### config.mk
export PLATFORM = sky130hd
export DESIGN_NAME = register_space_common_logic
export DESIGN_NICKNAME = d
export VERILOG_FILES = /design/src/hdl/register_space_common_logic.v
export VERILOG_INCLUDE_DIRS = /design/src /design/src/hdl
export SDC_FILE = /design/constraint.sdc
export NUM_CORES = 1
export LEC_CHECK = 0
export ABC_AREA = 1
export BUFFER_PORTS_ARGS = -buffer_cell sky130_fd_sc_hd__buf_4
export CORE_ASPECT_RATIO = 0.9
export CORE_MARGIN = 2
export CORE_UTILIZATION = 35
export DETAILED_ROUTE_END_ITERATION = 16
export GPL_TIMING_DRIVEN = 0
export SLEW_MARGIN = 20
export SYNTH_ARGS = -nofsm -noshare
export SYNTH_HDL_FRONTEND = slang
export SYNTH_SLANG_ARGS = --single-unit
export TNS_END_PERCENT = 20
### constraint.sdc
create_clock -name ref_clk_i -period 1.7 [get_ports ref_clk_i]
set_input_delay 0.34 -clock ref_clk_i [delete_from_list [all_inputs] [get_ports ref_clk_i]]
set_output_delay 0.34 -clock ref_clk_i [all_outputs]
set_load 0.02 [all_outputs]
### src/hdl/register_space_regs.vh
// register space constants: map ranges, local register offsets, fields
`ifndef REGISTER_SPACE_REGS_VH
`define REGISTER_SPACE_REGS_VH
`define ADDR_W            9
`define DATA_W            16
`define GLB_LO            9'h000
`define GLB_HI            9'h01F
`define PORT_LO           9'h040
`define PORT_HI           9'h05F
`define BERT_LO           9'h060
`define BERT_HI           9'h07F
`define LENC_LO           9'h08C
`define LENC_HI           9'h08F
`define LDEC_LO           9'h090
`define LDEC_HI           9'h09F
`define HDLC_LO           9'h0A0
`define HDLC_HI           9'h0BF
`define FEAC_LO           9'h0C0
`define FEAC_HI           9'h0DF
`define TRAIL_LO          9'h0E8
`define TRAIL_HI          9'h0FF
`define FRM_LO            9'h118
`define FRM_HI            9'h13F
`define TEST_LO           9'h180
`define TEST_HI           9'h19F
// local registers, 16-bit word addresses (bit 0 selects byte in 8-bit mode)
`define REG_CTRL          9'h002
`define REG_CONF          9'h004
`define REG_STAT          9'h014
`define REG_LATCH         9'h016
`define REG_IE            9'h018
`define REG_CNT           9'h01C
`define REG_LIVE          9'h01E
// control register fields
`define CTRL_SNAP         3
`define CTRL_LSEL         2
`define CTRL_MODE         8
`define CTRL_RESET        16'h0000
`define CONF_RESET        16'h0000
// latched bits in use in the current mode; the rest act as reserved
`define LATCH_USED        16'h00FF
// byte lanes in 8-bit bus mode
`define LANE_HI           16'hFF00
`define LANE_LO           16'h00FF
`define ZERO16            16'h0000
`define ONES16            16'hFFFF
`endif

### src/hdl/register_space_common_logic.v
// common register space: decode, latched status, snapshot counters
// Functional notes
// - decode nine-bit address over all banks
// - fixed bank ranges, gaps are unused
// - non-writable banks ignore writes, read zero
// - read-only bits not writable, others read-write
// - unassigned bits discard writes, read zero; control register stores and reads back all sixteen bits
// - datapath ignores config changes during datapath reset
// - counters saturate at maximum
// - snapshot strobe edge starts update, done low
// - copy, clear, zero flag low, then done
// - events during update still counted
// - latched bit needs event gone then back
// - change-latched bit sets on both edges
// - clear-on-read clears sixteen or eight bits
// - clear-on-write clears bits written one
// - reserved config bits store but do nothing
// - reserved status zero, reserved latches never set
// - reserved enables store but never raise interrupt, their latches never set
// - reserved counters hold, snapshot still works
// - datapath reset clears latches and counters
// - ready given only inside function blocks
// - odd byte upper bits, even byte lower
//
// The address map and the address-and-strobe port are this design's own decisions.
`timescale 1ns/1ps
`include "register_space_regs.vh"
module register_space_common_logic
#(
	parameter CNT_W = 16
)
(
	input  wire                 ref_clk_i,
	input  wire                 rst_n_i,
	input  wire                 datapath_reset_n_i,
	input  wire                 bus8_mode_i,
	input  wire [`ADDR_W-1:0]   addr_i,
	input  wire [`DATA_W-1:0]   wdata_i,
	input  wire                 wr_i,
	input  wire                 rd_i,
	input  wire [7:0]           event_i,
	input  wire [7:0]           change_sel_i,
	input  wire                 count_event_i,
	output reg  [`DATA_W-1:0]   rdata_o,
	output reg                  ready_o,
	output reg                  irq_o,
	output reg                  snapshot_done_flag_o,
	output reg                  zero_count_o,
	output reg  [`DATA_W-1:0]   conf_o
);

	// true when the address falls inside some function block
	function in_block;
		input [`ADDR_W-1:0] a;
		begin
			in_block = (a <= `GLB_HI) ||
				(a >= `PORT_LO && a <= `BERT_HI) ||
				(a >= `LENC_LO && a <= `LENC_HI) ||
				(a >= `LDEC_LO && a <= `FEAC_HI) ||
				(a >= `TRAIL_LO && a <= `TRAIL_HI) ||
				(a >= `FRM_LO && a <= `FRM_HI) ||
				(a >= `TEST_LO && a <= `TEST_HI);
		end
	endfunction

	// byte-lane mask for an access; odd byte is the upper half
	function [`DATA_W-1:0] lane_mask;
		input         b8;
		input         a0;
		begin
			if (!b8)
				lane_mask = `ONES16;
			else if (a0)
				lane_mask = `LANE_HI;
			else
				lane_mask = `LANE_LO;
		end
	endfunction

	reg  [1:0]          dp_sync;
	reg  [7:0]          ev_meta;
	reg  [7:0]          ev_s;
	reg  [7:0]          ev_d;
	reg                 cnt_meta;
	reg                 cnt_s;
	reg  [7:0]          chg_meta;
	reg  [7:0]          chg_s;
	reg  [`DATA_W-1:0]  ctrl;
	reg  [`DATA_W-1:0]  conf;
	reg  [`DATA_W-1:0]  ie;
	reg  [`DATA_W-1:0]  latch;
	reg  [CNT_W-1:0]    live;
	reg  [CNT_W-1:0]    cnt_reg;
	reg  [1:0]          snap_state;
	reg                 snap_d;
	reg                 mode_d;
	reg                 mode_pend;
	reg  [`DATA_W-1:0]  next_rdata;
	reg  [`DATA_W-1:0]  next_latch;
	reg  [CNT_W-1:0]    next_live;

	localparam S_IDLE = 2'b00;
	localparam S_COPY = 2'b01;
	localparam S_ZERO = 2'b10;

	wire                dp_rst   = ~dp_sync[1];
	wire [`ADDR_W-1:0]  word     = {addr_i[`ADDR_W-1:1], 1'b0};
	wire [`DATA_W-1:0]  mask     = lane_mask(bus8_mode_i, addr_i[0]);
	wire                hit      = in_block(addr_i);
	wire                wr_ok    = wr_i & hit;
	wire                snap_req = ctrl[`CTRL_SNAP] & ~snap_d;
	wire                cnt_sat  = &live;
	wire [`DATA_W-1:0]  wmerge_c = (ctrl & ~mask) | (wdata_i & mask);
	// mode switch: counters of the old mode become reserved
	wire                reserved_cnt = ctrl[`CTRL_MODE];
	// rising edge, plus falling edge where change latching is chosen
	wire [7:0]          ev_set   = (ev_s & ~ev_d) |
		(chg_s & ev_d & ~ev_s);

	// counters of up to 16 bits on the bus: zero-fill above the count
	wire [`DATA_W-1:0]  cnt_rd;
	wire [`DATA_W-1:0]  live_rd;
	genvar              gi;
	generate
		for (gi = 0; gi < `DATA_W; gi = gi + 1)
		begin : g_rd_ext
			if (gi < CNT_W)
			begin : g_bit
				assign cnt_rd[gi]  = cnt_reg[gi];
				assign live_rd[gi] = live[gi];
			end
			else
			begin : g_pad
				assign cnt_rd[gi]  = 1'b0;
				assign live_rd[gi] = 1'b0;
			end
		end
	endgenerate

	// datapath reset pin, two flip-flops
	always @(posedge ref_clk_i or negedge rst_n_i)
	begin
		if (!rst_n_i)
			dp_sync <= 2'b00;
		else
			dp_sync <= {dp_sync[0], datapath_reset_n_i};
	end

	// event, change-select and count pins pass two flip-flops
	always @(posedge ref_clk_i or negedge rst_n_i)
	begin
		if (!rst_n_i)
		begin
			ev_meta  <= 8'h00;
			ev_s     <= 8'h00;
			chg_meta <= 8'h00;
			chg_s    <= 8'h00;
			cnt_meta <= 1'b0;
			cnt_s    <= 1'b0;
		end
		else
		begin
			ev_meta  <= event_i;
			ev_s     <= ev_meta;
			chg_meta <= change_sel_i;
			chg_s    <= chg_meta;
			cnt_meta <= count_event_i;
			cnt_s    <= cnt_meta;
		end
	end

	// latched status next value
	always @*
	begin
		next_latch = latch;
		// reserved latches never set by events
		next_latch[7:0] = latch[7:0] | ev_set;
		next_latch = next_latch & `LATCH_USED;
		next_latch = next_latch | (latch & ~`LATCH_USED);
		if (rd_i && hit && word == `REG_LATCH && !ctrl[`CTRL_LSEL])
			next_latch = next_latch & ~(latch & mask);
		if (wr_ok && word == `REG_LATCH && ctrl[`CTRL_LSEL])
			next_latch = next_latch &
				~(latch & wdata_i & mask);
		// a new event in the clear cycle survives
		next_latch = next_latch | ({8'h00, ev_set} & `LATCH_USED);
		if (dp_rst)
			next_latch = `ZERO16;
	end

	// live counter next value
	always @*
	begin
		next_live = live;
		if (snap_state == S_COPY)
			next_live = {CNT_W{1'b0}};
		if (cnt_s && !cnt_sat && !reserved_cnt && !dp_rst)
			next_live = (snap_state == S_COPY) ?
				{{(CNT_W-1){1'b0}}, 1'b1} :
				live + {{(CNT_W-1){1'b0}}, 1'b1};
		if (dp_rst)
			next_live = {CNT_W{1'b0}};
	end

	// read data mux; bank ranges outside the local map read zero
	always @*
	begin
		next_rdata = `ZERO16;
		case (word)
		`REG_CTRL:  next_rdata = ctrl;
		`REG_CONF:  next_rdata = conf;
		`REG_STAT:  next_rdata = {14'h0000, zero_count_o,
				snapshot_done_flag_o};
		`REG_LATCH: next_rdata = latch;
		`REG_IE:    next_rdata = ie;
		`REG_CNT:   next_rdata = cnt_rd;
		`REG_LIVE:  next_rdata = live_rd;
		default:    next_rdata = `ZERO16;
		endcase
		if (bus8_mode_i && addr_i[0])
			next_rdata = {8'h00, next_rdata[15:8]};
		else if (bus8_mode_i)
			next_rdata = {8'h00, next_rdata[7:0]};
	end

	// host port answers, one cycle after the strobe
	always @(posedge ref_clk_i or negedge rst_n_i)
	begin
		if (!rst_n_i)
		begin
			rdata_o <= `ZERO16;
			ready_o <= 1'b0;
		end
		else
		begin
			rdata_o <= rd_i ? next_rdata : `ZERO16;
			ready_o <= (rd_i | wr_i) & hit;
		end
	end

	// writable local registers; everything else drops the write
	always @(posedge ref_clk_i or negedge rst_n_i)
	begin
		if (!rst_n_i)
		begin
			ctrl <= `CTRL_RESET;
			conf <= `CONF_RESET;
			ie   <= `ZERO16;
		end
		else
		begin
			if (wr_ok && word == `REG_CTRL)
				ctrl <= wmerge_c;
			if (wr_ok && word == `REG_CONF)
				conf <= (conf & ~mask) | (wdata_i & mask);
			if (wr_ok && word == `REG_IE)
				ie <= (ie & ~mask) | (wdata_i & mask);
		end
	end

	// latched status and live counter
	always @(posedge ref_clk_i or negedge rst_n_i)
	begin
		if (!rst_n_i)
		begin
			latch <= `ZERO16;
			live  <= {CNT_W{1'b0}};
			ev_d  <= 8'h00;
		end
		else
		begin
			latch <= next_latch;
			live  <= next_live;
			ev_d  <= ev_s;
		end
	end

	// interrupt, reserved enable bits included
	always @(posedge ref_clk_i or negedge rst_n_i)
	begin
		if (!rst_n_i)
			irq_o <= 1'b0;
		else
			irq_o <= |(latch & ie);
	end

	// datapath holds old config during datapath reset
	always @(posedge ref_clk_i or negedge rst_n_i)
	begin
		if (!rst_n_i)
			conf_o <= `CONF_RESET;
		else if (!dp_rst)
			conf_o <= conf;
	end

	// edge detector frozen in datapath reset
	always @(posedge ref_clk_i or negedge rst_n_i)
	begin
		if (!rst_n_i)
			snap_d <= 1'b0;
		else if (!dp_rst)
			snap_d <= ctrl[`CTRL_SNAP];
	end

	// mode tracking
	always @(posedge ref_clk_i or negedge rst_n_i)
	begin
		if (!rst_n_i)
		begin
			mode_d    <= 1'b0;
			mode_pend <= 1'b0;
		end
		else
		begin
			mode_d <= ctrl[`CTRL_MODE];
			if (ctrl[`CTRL_MODE] != mode_d)
				mode_pend <= 1'b1;
			else if (dp_rst)
				mode_pend <= 1'b0;
		end
	end

	// counter snapshot: copy, clear, zero flag low, then done
	always @(posedge ref_clk_i or negedge rst_n_i)
	begin
		if (!rst_n_i)
		begin
			cnt_reg              <= {CNT_W{1'b0}};
			snap_state           <= S_IDLE;
			snapshot_done_flag_o <= 1'b1;
			zero_count_o         <= 1'b1;
		end
		else if (dp_rst)
		begin
			// datapath reset aborts an update and empties the register
			cnt_reg              <= {CNT_W{1'b0}};
			snap_state           <= S_IDLE;
			snapshot_done_flag_o <= 1'b1;
			zero_count_o         <= (live == {CNT_W{1'b0}});
		end
		else
		begin
			case (snap_state)
			S_IDLE:
			begin
				zero_count_o <= (live == {CNT_W{1'b0}});
				if (snap_req)
				begin
					snapshot_done_flag_o <= 1'b0;
					snap_state           <= S_COPY;
				end
			end
			S_COPY:
			begin
				// held counters of a reserved mode still copy
				cnt_reg      <= live;
				zero_count_o <= 1'b0;
				snap_state   <= S_ZERO;
			end
			S_ZERO:
			begin
				zero_count_o         <= (live == {CNT_W{1'b0}});
				snapshot_done_flag_o <= 1'b1;
				snap_state           <= S_IDLE;
			end
			default:
				snap_state <= S_IDLE;
			endcase
		end
	end

endmodule

# Word level (Yosys, flattened, before mapping)
# Index checks and enable logic that the tools add are counted.
dict set report word_totals {
  register_bits 179
  elab_cells 136
}
dict set report op_classes {
  add_sub_neg 1
  n_mux 23
  order_cmp 13
  bitwise_logic 30
  reduce_logical 33
  eq_ne 14
}
# op n
set op_table {}
lappend op_table {{16-bit two-way mux} 14}
lappend op_table {{16-bit bitwise AND} 10}
lappend op_table {{16-bit one-hot mux with 7 select lines} 1}
lappend op_table {{16-bit NOT} 3}
lappend op_table {{16-bit bitwise OR} 3}
lappend op_table {{8-bit by 4-bit equality test with 1-bit output (second input constant)} 5}
lappend op_table {{9-bit by 8-bit greater-or-equal comparator with 1-bit output (second input constant)} 3}
lappend op_table {{9-bit by 8-bit <= comparator with 1-bit output (second input constant)} 3}
lappend op_table {{8-bit bitwise AND} 3}
lappend op_table {{9-bit greater-or-equal comparator (second input constant)} 2}
lappend op_table {{9-bit <= comparator (second input constant)} 2}
lappend op_table {{1-bit logical AND} 18}
lappend op_table {{16-bit by 1-bit adder with 16-bit output (second input constant)} 1}
lappend op_table {{16-bit zero test} 1}
lappend op_table {{8-bit NOT} 2}
lappend op_table {{16-bit by 8-bit bitwise OR with 16-bit output} 1}
lappend op_table {{8-bit by 16-bit bitwise OR with 16-bit output} 1}
lappend op_table {{8-bit bitwise OR} 2}
lappend op_table {{16-bit AND reduction} 1}
lappend op_table {{16-bit OR reduction} 1}
lappend op_table {{9-bit by 7-bit greater-or-equal comparator with 1-bit output (second input constant)} 1}
lappend op_table {{9-bit by 5-bit <= comparator with 1-bit output (second input constant)} 1}
lappend op_table {{9-bit by 7-bit <= comparator with 1-bit output (second input constant)} 1}
lappend op_table {{8-bit by 1-bit equality test with 1-bit output (second input constant)} 1}
lappend op_table {{19 further kinds} 33}

# Depth between registers and ports, before layout
# Gate-level depths: netlist (run 1).
dict set report logic_depth {
  ltp_word 16
  ltp_mapped 13
  ltp_nobuf 11
}

# Least setup slack after synthesis (run 1)
# OpenSTA, ideal clock, no wires.
dict set report synth_timing {
  kind {register to register}
  start {reg live[0]}
  end {reg live[14]}
  t_arrival_ns 1.410
  path_buffers 0
  setup_time_ns 0.127
  path_slack_ns 0.162
  stages_incl_launch_ff 10
  required_ns 1.573
  cell_sequence {dfrtp_1 > ha_1 > nand2_1 > nor2_1 > nand3_1 > nor2_1 > nand4_1 > nor2_1 > xor2_1 > o21ai_0}
}
dict set report synth_between {
  elab_chain_cells 7
  word_cells_on_any_way 10
  classes_between {add/sub: 1; eq/ne: 1; mux: 3; reduce/logical: 5}
}
# item line
set synth_rtl {}
lappend synth_rtl {{from (decl)} register_space_common_logic.v:92} ;# reg [CNT_W-1:0] live;
lappend synth_rtl {{from (signal assigned)} register_space_common_logic.v:267} ;# live <= {CNT_W{1'b0}};
lappend synth_rtl {{from (signal assigned)} register_space_common_logic.v:273} ;# live <= next_live;
lappend synth_rtl {{branches (longest 7 deep; another with 16-bit by 1-bit adder with 16-bit output)} n/a}
# Parallel ways; which one is timed is not known.
# A chain may end at the register's enable or synchronous reset.

# Worst setup path in the final report (run 1)
dict set report layout_timing {
  start {reg live[1]}
  end {reg live[14]}
}
# The elaborated chain is that of the path after synthesis.

==> reports/results.tsv, run 1 <==
metric	value	unit
status	finished clean	
drt-initial-drc-count	618	
grt_max_degree	97	
multi_input_area	2851	µm²
endpoint_kind	flop	
clock_latency	0.44	ns
synth_commonest_cells	dfrtp_1, nand2_1, inv_1, o21ai_0, nor2_1	
vias	6584	
cts_tree	built	
maxCapViolations	0	
grt_pass1_wl	33.93	mm
min_period	1.675	ns
critPathArrivalTime	2.00	ns
synthToLayoutAreaGrowth	24.49	%
nets	1065	
gp_congestion	0.8959	
io-pin-count	84	
grt_util_all_layers	0.1848	
die_area	23980	µm²
fmax	596.8	MHz
hold_path.class	in -> reg	
slowest_delay	0.41	ns
yosysTopAreaCellShare	0.5562	
post-synth-top-count-cell	dfrtp_1	
crit_top_cell	nor2_4	
cts_buffer_depth	2	
dp_hpwl	15.72	mm
coreArea	22450	µm²
sequential_cell_area	4482	µm²
initial_core_util	0.3548	
ys_seq_area_frac	0.5628	
synth_area	7964	µm²
die_w	163.0	µm
post-place-ws	-0.4449	ns
syn_inst	892	
max_slew_margin	0.5633	
crit_fanout	4	
hold_violations	0	
fin_cells	1325	
remaining_drc_errors	0	
die_h	147.1	µm
placed_cells	1271	
hold_ws	0.01004	ns
required	2.02	ns
numClockSinks	179	
yosysWarnings	0	
power	9.311	mW
async_flop_share	1.000	
antenna_found_initial	0	
setup_violations	0	
first_pass_iters	5	
syn-mean-instance-area	8.928	µm²
htree_num_levels	4	
synth_edf_count	0	
antenna_left	0	
yosys_register_bits	179	
critPathKind	reg -> reg	
drv_slew	0	
rsz0062_at_grt	true	
final_util	0.4417	
row_count	52	
tightest_slew	0.6550	ns
vdd.ir_drop.worst	551.7	µV
skew	0.01017	ns
path_clk_slew	0.07	ns
yosys_most_used_dff	dfrtp_1	
powerDensity	939.1	nW/µm²
leakage	4.638	nW
wl_per_cell	16.06	µm
worstHoldPathCells	1	
drive_gt1_frac	0.1877	
totalWireLength	21.29	mm
viasPerCell	4.969	
path_cells	ha_4, nand2_2, nor2_4, nand3_2, nor2_4, nand4_1, nor2_1, xor2_1, o21ai_1	
finalCritPeriodShare	0.9856	
reg2reg_depth	9	
cts_root_buffer	clkbuf_16	
io_buffer_count	81	
cp-start-kind	flop	
n_fill_cell	2189	
cpMaxStageDelayCell	dfrtp_1	
ys_types	43	
synth_top_area_cell	dfrtp_1	
numCtsBuffers	17	
mappedNetlistNets	942	
grt_pass1_vias	6258	
num_antenna_cells	0	
grt_overflow	0	
synth_area_leaders	dfrtp_1, nand2_1, inv_1	
setup_slack	0.02452	ns
## worst paths after layout
check	startpoint	endpoint	slack (ns)
setup / recovery	live[1]$_DFFE_PN0P_	live[14]$_DFFE_PN0P_	0.02
hold / removal	event_i[7]	ev_meta[7]$_DFF_PN0_	0.01
setup reg to reg	live[1]$_DFFE_PN0P_	live[14]$_DFFE_PN0P_	0.02
hold reg to reg	chg_meta[0]$_DFF_PN0_	chg_s[0]$_DFF_PN0_	0.35
max in group asynchronous	rst_n_i	conf_o[0]$_DFFE_PN0P_	0.32
min in group asynchronous	rst_n_i	cnt_s$_DFF_PN0_	0.47
## stage by stage
| step | area, µm² | setup TNS [ns] |
|---|---|---|
| 4_1_cts | 9749 | -0.02075 |
| 3_3_place_gp | 8944 | -170.61 |
| 3_5_place_dp | 8979 | -18.88 |
| 5_1_grt | 9915 | -0.2396 |
| 6_report | 9915 | 0 |
| 2_1_floorplan | 7964 | 0 |
## kinds of logic (layout without fill, tap and decap cells)
group	after synthesis	after routing	share of synthesized area
AND/OR/NAND/NOR	351	351	0.2069
AO/OA/AOI/OAI	187	187	0.1307
flip-flops	179	179	0.5628
buffers and inverters	167	303	0.08986
XOR/XNOR	6	6	0.006599
adder cells (fa/ha/maj)	2	2	0.003142
## power by group
| part | internal (mW) | switching (mW) |
|---|---|---|
| logic | 0.296 | 0.522 |
| clock network | 2.02 | 1.98 |
| registers | 4.41 | 0.0751 |
| total | 6.73 | 2.58 |
## critical path: cells and delay by family, from the launching register on
family	cells	cell delay [ns]
AO/OA/AOI/OAI	1	0.08
XOR/XNOR	1	0.15
adder cells (fa/ha/maj)	1	0.17
flip-flops	1	0.41
AND/OR/NAND/NOR	6	0.75
## layout by cell type (no fill, tap or decap), types with 5 or more instances in the layout
master	n
a21oi_1	15
buf_4	87
buf_6	9
clkbuf_1	9
clkbuf_16	17
clkinv_8	7
dfrtp_1	177
dlygate4sd3_1	17
inv_1	130
inv_2	6
nand2_1	165
nand2_2	7
nand2_4	7
nand3_1	30
nand4_1	17
nor2_1	66
nor2_2	5
nor2_4	5
nor3_1	20
nor4_1	12
o21ai_0	79
o21ai_1	24
o22ai_1	57
xor2_1	6
## routing by layer
metal  track usage  up-vias  part of all wire
met5             0        -                 0
met4       0.05310        0             0.016
met3       0.03642       26             0.061
met2        0.2718      220              0.44
met1        0.2765     3157              0.48
li1              -     3181                 -
## cell type report
| class | count | share of cell area |
|---|---|---|
| inverters | 139 | 0.05338 |
| multi-input cells | 546 | 0.2876 |
| flip-flops and latches | 179 | 0.4520 |
| clock inverters | 15 | 0.02019 |
| well taps | 297 | 0.03748 |
| plain buffers | 28 | 0.01931 |
| clock buffers | 17 | 0.04291 |
| repair buffers | 104 | 0.08708 |
## what timing repair did
action,4_1_cts,5_1_grt
setup buffers,1,4
hold endpoints to repair,92,5
gates cloned,0,0
gates resized for setup,8,25
hold buffers,12,5
pin swaps,0,8
endpoints found under the setup margin,25,51
(Power assumes the default switching activity.)
==> inputs of run 2 (changes only) <==
Settings changed: ABC_AREA 1 to unset.
==> reports/results.tsv, run 2 <==
metric	value	unit
cts_root_buffer	clkbuf_16	
coreArea	21570	µm²
endpoint_kind	flop	
async_flop_share	1.000	
hold_path.class	in -> reg	
grt_pass1_wl	32.24	mm
sequential_cell_area	4502	µm²
wl_per_cell	19.73	µm
multi_input_area	3098	µm²
grt_pass1_vias	5454	
layout_commonest_cell	dfrtp_1	
status	finished, violations left	
io_buffer_count	80	
power	9.163	mW
min_from	wdata_i[14]	
first_pass_iters	4	
crit_fanout	10	
synth_top_area_cell	dfrtp_1	
tightest_slew	0.7021	ns
leakage	4.436	nW
maxCapViolations	0	
drt-initial-drc-count	482	
synth_commonest_cells	dfrtp_1, mux2_2, nand2_1, a22o_1, nor2_1	
timing.rr.start	live[1]$_DFFE_PN0P_	
vdd.ir_drop.worst	615.1	µV
die_area	23080	µm²
min_period	1.770	ns
cts_buffer_depth	2	
path_clk_slew	0.07	ns
numClockSinks	179	
powerDensity	928.5	nW/µm²
synth_edf_count	0	
grt_overflow	0	
skew	0.01426	ns
antenna_left	0	
post-synth-top-count-cell	dfrtp_1	
n_fill_cell	2036	
dp_hpwl	14.82	mm
htree_num_levels	4	
synth_area_leaders	dfrtp_1, mux2_2, a22o_1	
io-pin-count	84	
nets	805	
final_area	9868	µm²
clock_latency	0.44	ns
synth_area	7659	µm²
rsz0062_at_grt	true	
dpl-instance-area	8686	µm²
die_h	144.3	µm
remaining_drc_errors	0	
grt_max_degree	94	
syn_inst	618	
vias	5667	
drive_gt1_frac	0.3828	
fin_setup_tns	-0.2939	ns
cp-start-kind	primary input	
setup_violations	9	
drv_slew	0	
num_antenna_cells	0	
die_w	159.9	µm
finalCritPeriodShare	1.041	
yosys_register_bits	179	
final_cell_mix	dfrtp_1, buf_4, mux2_2	
critPathArrivalTime	2.05	ns
row_count	51	
syn-mean-instance-area	12.39	µm²
required	1.98	ns
yosysTopAreaCellShare	0.5783	
totalWireLength	20.89	mm
grt_util_all_layers	0.1855	
yosys_most_used_dff	dfrtp_1	
fmax	564.9	MHz
initial_core_util	0.3551	
max_slew_margin	0.5319	
numCtsBuffers	17	
antenna_found_initial	0	
gp_congestion	0.9297	
failed_checks	negative setup slack	
ys_types	62	
critPathLaunch	addr_i[3]	
mappedNetlistNets	668	
setup_slack	-0.07021	ns
viasPerCell	5.351	
hold_violations	0	
ys_seq_area_frac	0.5852	
critPathKind	in -> reg	
synthToLayoutAreaGrowth	28.85	%
cts_tree	built	
yosysWarnings	0	
## run 2: changes by cell type after synthesis, moves of 12 or more
| cell | previous run | this run |
|---|---|---|
| nor2_1 | 72 | 27 |
| clkbuf_1 | 11 | 25 |
| a22oi_1 | 0 | 14 |
| a22o_1 | 0 | 27 |
| o21ai_1 | 20 | 6 |
| inv_1 | 131 | 11 |
| o21ai_0 | 83 | 13 |
| mux2_2 | 0 | 76 |
| a221oi_1 | 0 | 12 |
| a211oi_1 | 0 | 16 |
| o22ai_1 | 57 | 0 |
| nand2_1 | 168 | 34 |
| nand3_1 | 32 | 11 |
## run 2: final cells by class
class                   instances  share of cell area
repair buffers                128              0.1054
plain buffers                  33             0.02155
well taps                     291             0.03690
clock buffers                  17             0.04311
inverters                      11            0.004184
flip-flops and latches        179              0.4562
clock inverters                15             0.01877
multi-input cells             385              0.3139
## run 2: cell families after synthesis
| logic type | after synthesis | synth area share |
|---|---|---|
| XOR/XNOR | 12 | 0.01372 |
| multiplexers | 81 | 0.1183 |
| adder cells (fa/ha/maj) | 2 | 0.003267 |
| AO/OA/AOI/OAI | 136 | 0.1349 |
| AND/OR/NAND/NOR | 154 | 0.1129 |
| buffers and inverters | 54 | 0.03169 |
| flip-flops | 179 | 0.5852 |
## run 2: what timing repair did
item,CTS,global route
endpoints found under the hold margin,108,0
setup buffers,6,22
pin swaps,3,9
gates resized for setup,33,33
hold buffers,19,0
setup endpoints to repair,104,67
## run 2: final timing paths
kind                                    endpoint  slack, ns  cells past startpoint
max                         rdata_o[2]$_DFF_PN0_      -0.07                      8
min                          latch[14]$_DFF_PN0_       0.09                      2
max reg2reg                  live[4]$_DFFE_PN0P_      -0.03                      8
min reg2reg                    ev_s[7]$_DFF_PN0_       0.35                      0
max in group asynchronous  conf_o[9]$_DFFE_PN0P_       0.32                      3
min in group asynchronous   dp_sync[0]$_DFF_PN0_       0.50                      2
## run 2: power by group
group	leakage, nW	switching (mW)	internal, mW
logic	1.80	0.397	0.320
registers	2.34	0.115	4.41
clock network	0.292	1.93	1.99
## run 2: layer usage
metal / vias to the layer above / track usage / share of wire / routed length (µm)
li1: 2573 / - / - / -
met1: 2833 / 0.2762 / 0.48 / 10070
met2: 222 / 0.2595 / 0.42 / 8786
met3: 39 / 0.04273 / 0.067 / 1406
met4: 0 / 0.07587 / 0.030 / 626
met5: - / 0 / 0 / 0
## run 2: through the flow
stage               setup WS [ns]  hold slack (ns)  std cells    util
floorplan                 -0.1470          0.04441        618       -
global placement           -1.153           0.3333        989  0.4011
detailed placement         -1.135           0.3356        990  0.4027
CTS                      -0.03040          0.07051       1037  0.4461
global route              -0.1353          0.08187       1059  0.4575
finish                   -0.07021          0.08766       1059  0.4575
## run 2: critical path: stages
cell,delay (ns)
buf_4,0.14
buf_2,0.19
and4_1,0.24
and2_1,0.21
buf_4,0.20
o2bb2ai_1,0.13
a211oi_1,0.48
a211oi_1,0.12
